**config.mk**
```make
export PLATFORM = sky130hd
export DESIGN_NAME = dcr_unit
export DESIGN_NICKNAME = d
export VERILOG_FILES = /design/src/rtl/dcr_pkg.sv /design/src/rtl/dcr_unit.sv
export SDC_FILE = /design/constraint.sdc
export NUM_CORES = 1
export LEC_CHECK = 0
export BUFFER_PORTS_ARGS = -buffer_cell sky130_fd_sc_hd__buf_2
export CAP_MARGIN = 20
export CORE_UTILIZATION = 52
export DETAILED_ROUTE_END_ITERATION = 10
export GPL_TIMING_DRIVEN = 0
export MAX_ROUTING_LAYER = met4
export PLACE_DENSITY = 0.8
export SLEW_MARGIN = 20
export SYNTH_ARGS = -nofsm -noshare
export SYNTH_HDL_FRONTEND = slang
export SYNTH_SLANG_ARGS = --single-unit
```
**constraint.sdc**
```tcl
create_clock -name hclk -period 3.6 [get_ports hclk]
set_input_delay 0.72 -clock hclk [delete_from_list [all_inputs] [get_ports hclk]]
set_output_delay 0.72 -clock hclk [all_outputs]
set_load 0.02 [all_outputs]
```
**src/rtl/dcr_pkg.sv**
```systemverilog
/*
  Constants shared by the dual clock and reset unit: register offsets, field
  positions, reset values, timer presets and timing counts.
  Assumes a 10 MHz system clock and word-aligned AHB-Lite register access.
*/
`default_nettype none
package dcr_pkg;

  // Register byte offsets.
  localparam logic [7:0] ADDR_CTRL     = 8'h00;
  localparam logic [7:0] ADDR_PRESCALE = 8'h04;
  localparam logic [7:0] ADDR_AUX      = 8'h08;
  localparam logic [7:0] ADDR_STATUS   = 8'h0c;

  // Control register fields.
  localparam int CTRL_SEL_BIT = 0;
  localparam int CTRL_POR_BIT = 1;
  localparam logic CTRL_SEL_RESET = 1'b0;
  localparam logic CTRL_POR_RESET = 1'b1;

  // Prescaler registers.
  localparam logic [7:0] PRESCALE_RESET = 8'hff;
  localparam logic [7:0] AUX_RESET      = 8'h00;
  localparam int AUX_W     = 4;
  localparam int AUX1_LSB  = 0;
  localparam int AUX2_LSB  = 4;
  localparam int AUX_COUNT = 2;

  // Status register fields.
  localparam int STAT_MAIN_GOOD_BIT = 0;
  localparam int STAT_SLOW_GOOD_BIT = 1;
  localparam int STAT_TOGGLE_BIT    = 2;
  localparam int STAT_SRC_OSC_BIT   = 3;
  localparam int STAT_POR_DONE_BIT  = 4;

  // Start-up timers.
  localparam int MAIN_TIMER_W = 14;
  localparam logic [MAIN_TIMER_W-1:0] MAIN_TIMER_PRESET = 14'h3fff;
  localparam int SLOW_TIMER_W = 6;
  localparam logic [SLOW_TIMER_W-1:0] SLOW_TIMER_PRESET = 6'h3f;

  // Timing.
  localparam int CLK_HZ                = 10_000_000;
  localparam int MAIN_START_OSC_CYCLES = 32768;
  localparam int MAIN_TIMER_STEP       = MAIN_START_OSC_CYCLES / (int'(MAIN_TIMER_PRESET) + 1);
  localparam int SLOW_OSC_HZ           = 32768;
  localparam int TOGGLE_PERIODS        = 4;
  localparam int TOGGLE_WINDOW_CYCLES  = (CLK_HZ * TOGGLE_PERIODS + SLOW_OSC_HZ - 1) / SLOW_OSC_HZ;
  localparam int TOGGLE_W              = 11;

  typedef enum logic
  {
    DCR_POR_HOLD = 1'b0,
    DCR_POR_DONE = 1'b1
  } dcr_por_t;

endpackage

`default_nettype wire

```
**src/rtl/dcr_unit.sv**
```systemverilog
/*
  Dual clock and reset unit: fast and slow oscillator start-up timers,
  slow clock source selection, slow and auxiliary clock enables, power-on
  and external reset merging, and an AHB-Lite register slave.
  Assumes the power management module drives the stop requests on hclk and
  that the slow crystal and external reset pins are asynchronous to hclk.
*/
// The register offsets and the AHB-Lite register port are this design's own decisions.
`timescale 1ns/1ns
`default_nettype none

// Overview of operation
// RQ1: Stop request halts fast oscillator and presets 14-bit timer to all ones.
// RQ2: Stop release restarts oscillator; timer counts down, halts at zero, main good.
// RQ3: Main good follows 32,768 oscillator cycles after restart.
// RQ4: Slow stop request disables slow oscillator, presets 6-bit timer to all ones.
// RQ5: Slow stop release restarts oscillator; timer counts to zero, slow good.
// RQ6: Without slow crystal the slow clock is the divided main clock.
// RQ7: Prescaler is fixed divide-by-two and 8-bit divisor, ratios 2 to 512.
// RQ8: Software keeps the divided slow clock at or below 100 kHz.
// RQ9: Software selects slow source; prescaled main clock chosen after reset.
// RQ10: Selecting the slow oscillator disables the prescaler.
// RQ11: Switch to slow oscillator only while it toggles, else prescaler stays.
// RQ12: Power-on asserts internal reset and presets 14-bit timer to all ones.
// RQ13: Power-on timer counts to zero, then reset releases unless pin low.
// RQ14: Power-up sets a readable power-on flag.
// RQ15: Main clock prescaler yields two additional low-speed clocks.
// RQ16: Slow clock enable is routed out for other modules and power save.
// RQ17: Prescaler divides by twice divisor plus one; divisor resets to maximum.
// RQ18: Software clears the power-on flag only; writing one is ignored.
// RQ19: Auxiliary clocks divide by one plus 4-bit divisor; divisors reset zero.
// RQ20: Low external reset pin asserts internal reset until it returns high.
// RQ21: Main and slow good indications go to the power management module.
module dcr_unit
  import dcr_pkg::*;
#(
  parameter int MAIN_START_CYCLES = MAIN_START_OSC_CYCLES
)
(
  input  wire logic              hclk,
  input  wire logic              hresetn,
  input  wire logic              hsel,
  input  wire logic [31:0]       haddr,
  input  wire logic [1:0]        htrans,
  input  wire logic              hwrite,
  input  wire logic [2:0]        hsize,
  input  wire logic [31:0]       hwdata,
  input  wire logic              hready,
  output logic                   hreadyout,
  output logic                   hresp,
  output logic [31:0]            hrdata,
  input  wire logic              stop_main_osc,
  input  wire logic              stop_slow_osc,
  input  wire logic              slow_crystal_in,
  input  wire logic              ext_reset_n,
  output logic                   fast_osc_enable,
  output logic                   slow_osc_enable,
  output logic                   main_clock_good,
  output logic                   slow_clock_good,
  output logic                   slow_clk_en,
  output logic [AUX_COUNT-1:0]   aux_clk_en,
  output logic                   sys_reset_n
);

  localparam logic [MAIN_TIMER_W-1:0] MAIN_PRESET_P =
    (MAIN_START_CYCLES / MAIN_TIMER_STEP >= int'(MAIN_TIMER_PRESET) + 1) ? MAIN_TIMER_PRESET :
    MAIN_TIMER_W'(MAIN_START_CYCLES / MAIN_TIMER_STEP - 1);
  localparam logic MAIN_STEP_LAST = 1'(MAIN_TIMER_STEP - 1);
  localparam logic [TOGGLE_W-1:0] TOGGLE_LIMIT = TOGGLE_W'(TOGGLE_WINDOW_CYCLES);

  // Pin synchronisers and filtered levels.
  logic [2:0] rst_sync;
  logic [2:0] xtal_sync;
  logic       rst_pin, next_rst_pin;
  logic       xtal_lvl, next_xtal_lvl;
  logic       slow_rise;

  // Timers, sequencer and source selection.
  logic [MAIN_TIMER_W-1:0] main_timer, next_main_timer;
  logic                    main_step, next_main_step;
  logic [SLOW_TIMER_W-1:0] slow_timer, next_slow_timer;
  logic [TOGGLE_W-1:0]     toggle_cnt, next_toggle_cnt;
  logic                    slow_toggling, next_slow_toggling;
  logic                    src_osc, next_src_osc;
  dcr_por_t                por_state, next_por_state;
  logic                    next_main_good, next_slow_good, next_sys_reset_n;

  // Dividers.
  logic [7:0]           pre_cnt, next_pre_cnt;
  logic                 pre_half, next_pre_half, next_slow_clk_en;
  logic [AUX_W-1:0]     aux_cnt [AUX_COUNT], next_aux_cnt [AUX_COUNT];
  logic [AUX_COUNT-1:0] next_aux_clk_en;

  // Registers and bus state.
  logic        slow_select, next_slow_select, por_flag, next_por_flag;
  logic        dp_write, next_dp_write, take;
  logic [7:0]  slow_divisor, next_slow_divisor;
  logic [7:0]  aux_prescale_reg, next_aux_prescale_reg;
  logic [7:0]  dp_addr, next_dp_addr;
  logic [31:0] next_hrdata, rd_mux;

  assign hreadyout = 1'b1;
  assign hresp     = 1'b0;

  // A level change counts only once the second and third stages agree.
  always_comb
  begin
    next_rst_pin  = (rst_sync[1] == rst_sync[2]) ? rst_sync[2] : rst_pin;
    next_xtal_lvl = (xtal_sync[1] == xtal_sync[2]) ? xtal_sync[2] : xtal_lvl;
    slow_rise     = next_xtal_lvl & ~xtal_lvl;
  end

  always_ff @(posedge hclk or negedge hresetn)
  begin
    if (!hresetn)
    begin
      rst_sync  <= 3'h0;
      xtal_sync <= 3'h0;
      rst_pin   <= 1'b0;
      xtal_lvl  <= 1'b0;
    end
    else
    begin
      rst_sync  <= {rst_sync[1:0], ext_reset_n};
      xtal_sync <= {xtal_sync[1:0], slow_crystal_in};
      rst_pin   <= next_rst_pin;
      xtal_lvl  <= next_xtal_lvl;
    end
  end

  // Start-up timers, power-on sequencer and slow source selection.
  always_comb
  begin
    next_main_timer = main_timer;
    next_main_step  = main_step;
    if (stop_main_osc)
    begin
      next_main_timer = MAIN_PRESET_P; // [RQ1]
      next_main_step  = 1'b0;
    end
    else if (main_timer != '0)
    begin
      if (main_step == MAIN_STEP_LAST)
      begin
        next_main_step  = 1'b0;
        next_main_timer = main_timer - 1'b1; // [RQ2] [RQ3] [RQ13]
      end
      else
        next_main_step = 1'b1;
    end
    next_main_good = (next_main_timer == '0) && !stop_main_osc; // [RQ2] [RQ21]
    next_slow_timer = slow_timer;
    if (stop_slow_osc)
      next_slow_timer = SLOW_TIMER_PRESET; // [RQ4]
    else if ((slow_timer != '0) && slow_rise)
      next_slow_timer = slow_timer - 1'b1; // [RQ5]
    if (slow_rise)
      next_toggle_cnt = '0;
    else if (toggle_cnt >= TOGGLE_LIMIT)
      next_toggle_cnt = TOGGLE_LIMIT;
    else
      next_toggle_cnt = toggle_cnt + 1'b1;
    next_slow_toggling = (next_toggle_cnt < TOGGLE_LIMIT) && !stop_slow_osc;
    next_src_osc       = slow_select && next_slow_toggling; // [RQ9] [RQ11]
    next_slow_good     = next_src_osc ? ((next_slow_timer == '0) && !stop_slow_osc) // [RQ5] [RQ21]
                                      : next_main_good;
    next_por_state = por_state;
    unique case (por_state)
      DCR_POR_HOLD:
        if (main_timer == '0)
          next_por_state = DCR_POR_DONE; // [RQ13]
      DCR_POR_DONE: next_por_state = DCR_POR_DONE;
    endcase
    next_sys_reset_n = (next_por_state == DCR_POR_DONE) && next_rst_pin; // [RQ13] [RQ20]
  end

  always_ff @(posedge hclk or negedge hresetn)
  begin
    if (!hresetn)
    begin
      main_timer      <= MAIN_PRESET_P; // [RQ12]
      main_step       <= 1'b0;
      slow_timer      <= SLOW_TIMER_PRESET;
      toggle_cnt      <= TOGGLE_LIMIT;
      slow_toggling   <= 1'b0;
      src_osc         <= 1'b0;
      por_state       <= DCR_POR_HOLD; // [RQ12]
      main_clock_good <= 1'b0;
      slow_clock_good <= 1'b0;
      sys_reset_n     <= 1'b0; // [RQ12]
      fast_osc_enable <= 1'b0;
      slow_osc_enable <= 1'b0;
    end
    else
    begin
      main_timer      <= next_main_timer;
      main_step       <= next_main_step;
      slow_timer      <= next_slow_timer;
      toggle_cnt      <= next_toggle_cnt;
      slow_toggling   <= next_slow_toggling;
      src_osc         <= next_src_osc;
      por_state       <= next_por_state;
      main_clock_good <= next_main_good;
      slow_clock_good <= next_slow_good;
      sys_reset_n     <= next_sys_reset_n;
      fast_osc_enable <= !stop_main_osc; // [RQ1] [RQ2]
      slow_osc_enable <= !stop_slow_osc; // [RQ4] [RQ5]
    end
  end

  // Slow clock prescaler and auxiliary dividers.
  always_comb
  begin
    next_pre_cnt     = pre_cnt;
    next_pre_half    = pre_half;
    next_slow_clk_en = 1'b0;
    if (src_osc)
    begin
      next_pre_cnt     = 8'h00; // [RQ10]
      next_pre_half    = 1'b0;
      next_slow_clk_en = slow_rise; // [RQ16]
    end
    else if (pre_cnt >= slow_divisor)
    begin
      next_pre_cnt     = 8'h00;
      next_pre_half    = !pre_half;
      next_slow_clk_en = pre_half; // [RQ6] [RQ7] [RQ17] [RQ16]
    end
    else
      next_pre_cnt = pre_cnt + 1'b1;
    for (int i = 0; i < AUX_COUNT; i++)
    begin
      if (aux_cnt[i] >= aux_prescale_reg[i*AUX_W +: AUX_W])
      begin
        next_aux_cnt[i]    = '0;
        next_aux_clk_en[i] = 1'b1; // [RQ15] [RQ19]
      end
      else
      begin
        next_aux_cnt[i]    = aux_cnt[i] + 1'b1;
        next_aux_clk_en[i] = 1'b0;
      end
    end
  end

  always_ff @(posedge hclk or negedge hresetn)
  begin
    if (!hresetn)
    begin
      pre_cnt     <= 8'h00;
      pre_half    <= 1'b0;
      slow_clk_en <= 1'b0;
      aux_clk_en  <= '0;
      aux_cnt     <= '{default: '0};
    end
    else
    begin
      pre_cnt     <= next_pre_cnt;
      pre_half    <= next_pre_half;
      slow_clk_en <= next_slow_clk_en;
      aux_clk_en  <= next_aux_clk_en;
      aux_cnt     <= next_aux_cnt;
    end
  end

  // AHB-Lite slave. Reads use next register values, so a read overlapping a write sees the new data.
  always_comb
  begin
    take                  = hsel && hready && htrans[1];
    next_dp_write         = take && hwrite;
    next_dp_addr          = take ? haddr[7:0] : dp_addr;
    next_slow_select      = slow_select;
    next_por_flag         = por_flag;
    next_slow_divisor     = slow_divisor;
    next_aux_prescale_reg = aux_prescale_reg;
    if (dp_write)
      unique case (dp_addr)
        ADDR_CTRL:
        begin
          next_slow_select = hwdata[CTRL_SEL_BIT]; // [RQ9]
          next_por_flag    = por_flag & hwdata[CTRL_POR_BIT]; // [RQ18]
        end
        ADDR_PRESCALE: next_slow_divisor = hwdata[7:0]; // [RQ17]
        ADDR_AUX:      next_aux_prescale_reg = hwdata[7:0]; // [RQ19]
        default: ;
      endcase
    rd_mux = 32'h0000_0000;
    unique case (haddr[7:0])
      ADDR_CTRL:
      begin
        rd_mux[CTRL_SEL_BIT] = next_slow_select;
        rd_mux[CTRL_POR_BIT] = next_por_flag; // [RQ14]
      end
      ADDR_PRESCALE: rd_mux[7:0] = next_slow_divisor;
      ADDR_AUX:      rd_mux[7:0] = next_aux_prescale_reg;
      ADDR_STATUS:
      begin
        rd_mux[STAT_MAIN_GOOD_BIT] = main_clock_good;
        rd_mux[STAT_SLOW_GOOD_BIT] = slow_clock_good;
        rd_mux[STAT_TOGGLE_BIT]    = slow_toggling;
        rd_mux[STAT_SRC_OSC_BIT]   = src_osc;
        rd_mux[STAT_POR_DONE_BIT]  = (por_state == DCR_POR_DONE);
      end
      default: ;
    endcase
    next_hrdata = (take && !hwrite) ? rd_mux : hrdata;
  end

  always_ff @(posedge hclk or negedge hresetn)
  begin
    if (!hresetn)
    begin
      dp_write         <= 1'b0;
      dp_addr          <= 8'h00;
      hrdata           <= 32'h0000_0000;
      slow_select      <= CTRL_SEL_RESET; // [RQ9]
      por_flag         <= CTRL_POR_RESET; // [RQ14]
      slow_divisor     <= PRESCALE_RESET; // [RQ17]
      aux_prescale_reg <= AUX_RESET; // [RQ19]
    end
    else
    begin
      dp_write         <= next_dp_write;
      dp_addr          <= next_dp_addr;
      hrdata           <= next_hrdata;
      slow_select      <= next_slow_select;
      por_flag         <= next_por_flag;
      slow_divisor     <= next_slow_divisor;
      aux_prescale_reg <= next_aux_prescale_reg;
    end
  end

endmodule

`default_nettype wire
```
After elaboration in Yosys (flattened, before gate mapping)
Cells that the tools add are included.
W data, S select, Z words.
{"block": "word_totals", "mem_bits_ro": 0, "latch_bits": 0, "ff_bits": 103, "input_bits": 78, "ramBits": 0, "output_inout_bits": 42, "memories": 0}
{"block": "classes", "n_addsub": 6, "n_div": 0, "bitwise": 4, "reduce_logical": 23, "shift": 0, "eq_ne": 7, "multipliers": 0, "n_mux": 36, "order_cmp": 5}
{"cell": "$mux W8", "n": 6}
{"cell": "$mux W14", "n": 3}
{"cell": "$logic_not A14 Y1", "n": 2}
{"cell": "$eq A8 B4 Y1 const B", "n": 3}
{"cell": "$mux W11", "n": 2}
{"cell": "$mux W1", "n": 17}
{"cell": "$eq A8 B3 Y1 const B", "n": 2}
{"cell": "$logic_not A8 Y1", "n": 2}
{"cell": "$reduce_bool A14 Y1", "n": 1}
{"cell": "$sub A14 B1 Y14 const B", "n": 1}
{"cell": "$mux W6", "n": 2}
{"cell": "$add A11 B1 Y11 const B", "n": 1}
{"cell": "$ge A11 B11 Y1 const B", "n": 1}
{"cell": "$lt A11 B11 Y1 const B", "n": 1}
{"cell": "$logic_and A1 B1 Y1", "n": 10}
{"cell": "$pmux W3 S3", "n": 1}
{"cell": "$add A4 B1 Y4 const B", "n": 2}
{"cell": "$add A8 B1 Y8 const B", "n": 1}
{"cell": "$ge A4 B4 Y1", "n": 2}
{"cell": "$ge A8 B8 Y1", "n": 1}
{"cell": "$mux W4", "n": 2}
{"cell": "$pmux W2 S4", "n": 1}
{"cell": "$logic_not A6 Y1", "n": 1}
{"cell": "$pmux W3 S2", "n": 1}
{"cell": "8 further kinds", "n": 15}

Longest topological paths before layout
{"block": "depth", "ltp_word": 9, "mapped_depth": 9, "depth_no_buf": 9}

Worst setup path after synthesis
Ideal clock, no wire load.
{"block": "synth_timing", "kind": "reg2reg", "startpoint": "reg toggle_cnt[0]", "endpoint": "reg slow_clock_good", "t_required_ps": 3473, "arrival_ps": 2432, "setup_slack_ps": 1041, "stages_incl_launch_ff": 10, "n_path_buf": 1, "path_cell_list": "dfstp_2 -> ha_1 -> clkbuf_1 -> nand3_1 -> or2_2 -> a211oi_1 -> nand4bb_1 -> a31oi_1 -> nand3b_1 -> mux2_1"}
{"block": "synth_between", "elab_chain_len": 7}
{"item": "from (decl)", "line": "dcr_unit.sv:82", "source": "logic [TOGGLE_W-1:0] toggle_cnt, next_toggle_cnt;"}
{"item": "from (signal assigned)", "line": "dcr_unit.sv:199", "source": "toggle_cnt <= next_toggle_cnt;"}
{"item": "$add A11 B1 Y11 or $ge A11 B11 Y1 (tied branches)", "line": "dcr_unit.sv:162, dcr_unit.sv:159"}
{"item": "$mux W11 *", "line": "dcr_unit.sv:159", "source": "else if (toggle_cnt >= TOGGLE_LIMIT)"}
{"item": "$mux W11 *", "line": "dcr_unit.sv:157", "source": "if (slow_rise)"}
{"item": "$lt A11 B11 Y1 *", "line": "dcr_unit.sv:163", "source": "next_slow_toggling = (next_toggle_cnt < TOGGLE_LIMIT) && !stop_slow_osc;"}
{"item": "$logic_and A1 B1 Y1 *", "line": "dcr_unit.sv:163"}
{"item": "$logic_and A1 B1 Y1 *", "line": "dcr_unit.sv:164", "source": "next_src_osc = slow_select && next_slow_toggling;"}
{"item": "$mux W1 *", "line": "dcr_unit.sv:165", "source": "next_slow_good = next_src_osc ? ((next_slow_timer == '0) && !stop_slow_osc)"}
{"item": "net next_slow_good", "line": "dcr_unit.sv:86", "source": "logic next_main_good, next_slow_good, next_sys_reset_n;"}
{"item": "to (signal assigned)", "line": "dcr_unit.sv:204", "source": "slow_clock_good <= next_slow_good;"}
{"item": "to (decl)", "line": "dcr_unit.sv:59", "source": "output logic slow_clock_good,"}
The timed path passes the listed nets; every way through them passes the cells marked *.
A chain may end at the register's enable or synchronous reset.

Worst setup path after layout
Same ends and word-level chain as after synthesis.

==> summary.md <==
| Metric | Value |
|---|---|
| Fillers | 829 |
| Gates resized, CTS repair | 0 |
| Fin crit share | 81.9% |
| Synthesized area | 5380 um2 |
| Largest register by flop count | main_timer |
| Post-CTS Setup Bufs | 0 |
| Multi-input gate area | 2450 um2 |
| Vias per cell | 5.25 |
| EDFF count, synth | 0 |
| Largest family of logic cells by synthesized area | simple AND/OR/NAND/NOR gates |
| Count of cell types in the netlist | 64 |
| GP Congestion | 0.890 |
| Core Rows | 36 |
| CTS sink cnt | 103 |
| Final core utilization | 61.2% |
| Rel. slew slack | 48.1% |
| Final Hold Viols | 0 |
| Multiplexer share of the synthesized area | 6.46% |
| Top cells by area, synth | dfrtp_1 (32%), dfstp_2 (17%), ha_1 (5.8%), buf_4 (3.6%), mux2_2 (3.6%) |
| Post-DRT Antenna Nets | 0 |
| Skew final | 9.44 ps |
| Max-slew violations | 0 |
| Largest register FFs | 14 |
| Fraction of layout cells with a size suffix above 1 | 26.5% |
| Critical path's top delay family | simple AND/OR/NAND/NOR gates |
| Commonest cells post-synth | dfrtp_1 (69), inv_1 (40), nand2_1 (38), nor2_1 (37), dfstp_2 (34) |
| Hold-fix buffers at CTS | 0 |
| Critical-path top delay cell | dfstp_2 |
| Setup_tns | 0 ps |
| Vias | 3820 |
| Largest regs | main_timer (14), toggle_cnt (11) |
| Tot Pwr | 2.90 mW |
| Async S/R FF share, synth | 100% |
| Port bufs | 40 |
| DR iter-0 viols | 196 |
| Root Driver | clkbuf_8 |
| Fraction of the mapped netlist area in adder cells | 6.18% |
| Critical path's largest stage delay | 630 ps |
| Buffer and inverter count on the worst path | 1 |
| Clock latency on the worst-skew pair | 360 ps |
| CTS max path bufs | 2 |
| Total global routing overflow | 0 |
| CORE AREA | 9910 um2 |
| # DRC | 0 |
| Drt wl/cell | 13.9 um |
| FF/Latch Area | 2620 um2 |
| Top-area cell type share of the netlist area | 32.1% |
| Die Width | 104 um |
| Worst-Margin Slew | 772 ps |
| Die Area | 10800 um2 |
| Initial antenna violation count | 0 |
| GR Util All Layers | 20.5% |
| DP Wirelength | 7.55 mm |
| CTS H-tree depth | 3 |
| Layout Cells excl Fill | 727 |
| Post-synthesis compound-gate area fraction | 8.44% |
| Clk slew on worst S/H paths | 100 ps |
| Synth Flop Type | dfrtp_1 |
| TritonRoute pass-1 iters | 5 |
| Part of the Yosys area used for sequential elements | 48.7% |
| Synth area leader | dfrtp_1 |
| Max-cap viol count | 0 |
| Layout area overhead | 12.7% |
| Seq cells post-synth | 103 |
| Setup violations, final | 0 |
| Avg Cell Area, Syn | 10.5 um2 |
| Element type at the critical path end | flop |
| CP Max Fanout | 10 |
| Worst min path class | input pin to asynchronous set/reset pin |
| Vias in the first global route | 3925 |
| Final min period | 2950 ps |
| Status | completed |
| Worst VDD drop | 0.242 mV |
| Final net count | 691 |
| Worst Setup Path Type | flop to flop |
| Hold Worst Slack | 205 ps |
| Worst path required time | 3850 ps |
| Yosys warnings | 0 |
| Dpl cells | 710 |
| TritonCTS clock tree | yes |
| Static leakage | 2.94 nW |
| Synth Area in XOR/XNOR | 4.56% |
| Cell area power density | 477 nW/um2 |
| Count leader, synth | dfrtp_1 |
| Post-synthesis instance total | 512 |
| Largest net degree at the start of global routing | 77 |
| Die H | 104 um |
| Initial core utilization | 54.3% |
| Fmax | 339 MHz |
| Post-synthesis simple-gate area fraction | 18.1% |
| Crit path DAT | 3200 ps |
| RSZ-0062 raised after global routing | no |
| I/O pin count | 120 |
| Num CTS Buffers | 9 |
| Global-route wire length before repair | 17.7 mm |
| Crit path launch type | flop |
| CP Cell Sequence | ha_1, clkbuf_1, nand3_1, or2_2, a211oi_1, nand4bb_1, a31oi_1, nand3b_1, mux2_1 |
| Post-Route WL | 10.1 mm |
==> final cells by class <==
| class | count | share of cell area (%) |
|---|---|---|
| tap | 133 | 2.74 |
| timing repair buffer | 41 | 3.86 |
| sequential | 103 | 43.2 |
| inverter | 41 | 2.54 |
| clock inverter | 6 | 0.887 |
| multi-input combinational | 356 | 40.4 |
| buffer | 36 | 4.04 |
| clock buffer | 10 | 2.27 |
| antenna | 1 | 0.0412 |
==> through the flow <==
stage	worst slack (ps)	area, um2
finish	652	6070
global route	444	6060
CTS	652	6060
detailed placement	673	5870
global placement	741	5840
floorplan	1040	5470
==> placed cells by master, fill, tap and decap left out, drive strengths merged, types with 4 or more instances in the layout <==
cell type	count
o31ai	5
nand2b	16
nand2	38
clkbuf	15
ha	25
a21o	5
o21a	4
mux2i	13
buf	72
xnor2	14
inv	43
o211ai	6
nor4	9
o21ai	14
dfstp	34
nand3	15
conb	26
nand4	7
nor2	37
xor2	14
dfrtp	69
or4	4
mux2	19
nor3	16
a21oi	16
==> per-layer routing <==
layer / share of wire, % / track usage [%]
met1: 45 / 25.2
met5: 0 / -
met2: 51 / 35.4
met4: 0.99 / 5.31
met3: 3.4 / 3.21
==> worst paths after layout <==
path | startpoint | end | slack [ps] | depth (start not counted)
setup / recovery | toggle_cnt[0]$_DFF_PN1_ | slow_clock_good$_DFF_PN0_ | 650 | 9
hold / removal | hresetn | toggle_cnt[3]$_DFF_PN0_ | 200 | 1
setup reg to reg | toggle_cnt[0]$_DFF_PN1_ | slow_clock_good$_DFF_PN0_ | 650 | 9
hold reg to reg | rst_sync[0]$_DFF_PN0_ | rst_sync[1]$_DFF_PN0_ | 360 | 0
max in group asynchronous | hresetn | slow_timer[2]$_DFF_PN1_ | 2720 | 2
min in group hclk | rst_sync[0]$_DFF_PN0_ | rst_sync[1]$_DFF_PN0_ | 360 | 0
==> where the power goes <==
part	total (mW)	switching, mW	internal [mW]
clock	0.699	0.417	0.282
sequential	1.48	0.141	1.34
combinational	0.717	0.401	0.316
==> logic make-up after synthesis <==
family                     Yosys count
other                                2
AOI/OAI and AO/OA                   68
xor gates and xnor gates            28
muxes                               32
buffers and inverters               77
adders and majority gates           27
and+or+nand+nor                    175
DFF                                103
==> worst reg2reg max path: cells and delay by family (launching register included) <==
family / cells / cell delay, ps
DFF: 1 / 630
AOI/OAI and AO/OA: 2 / 390
and+or+nand+nor: 4 / 990
adders and majority gates: 1 / 170
muxes: 1 / 330
buffers and inverters: 1 / 310
(Power assumes the default switching activity.)
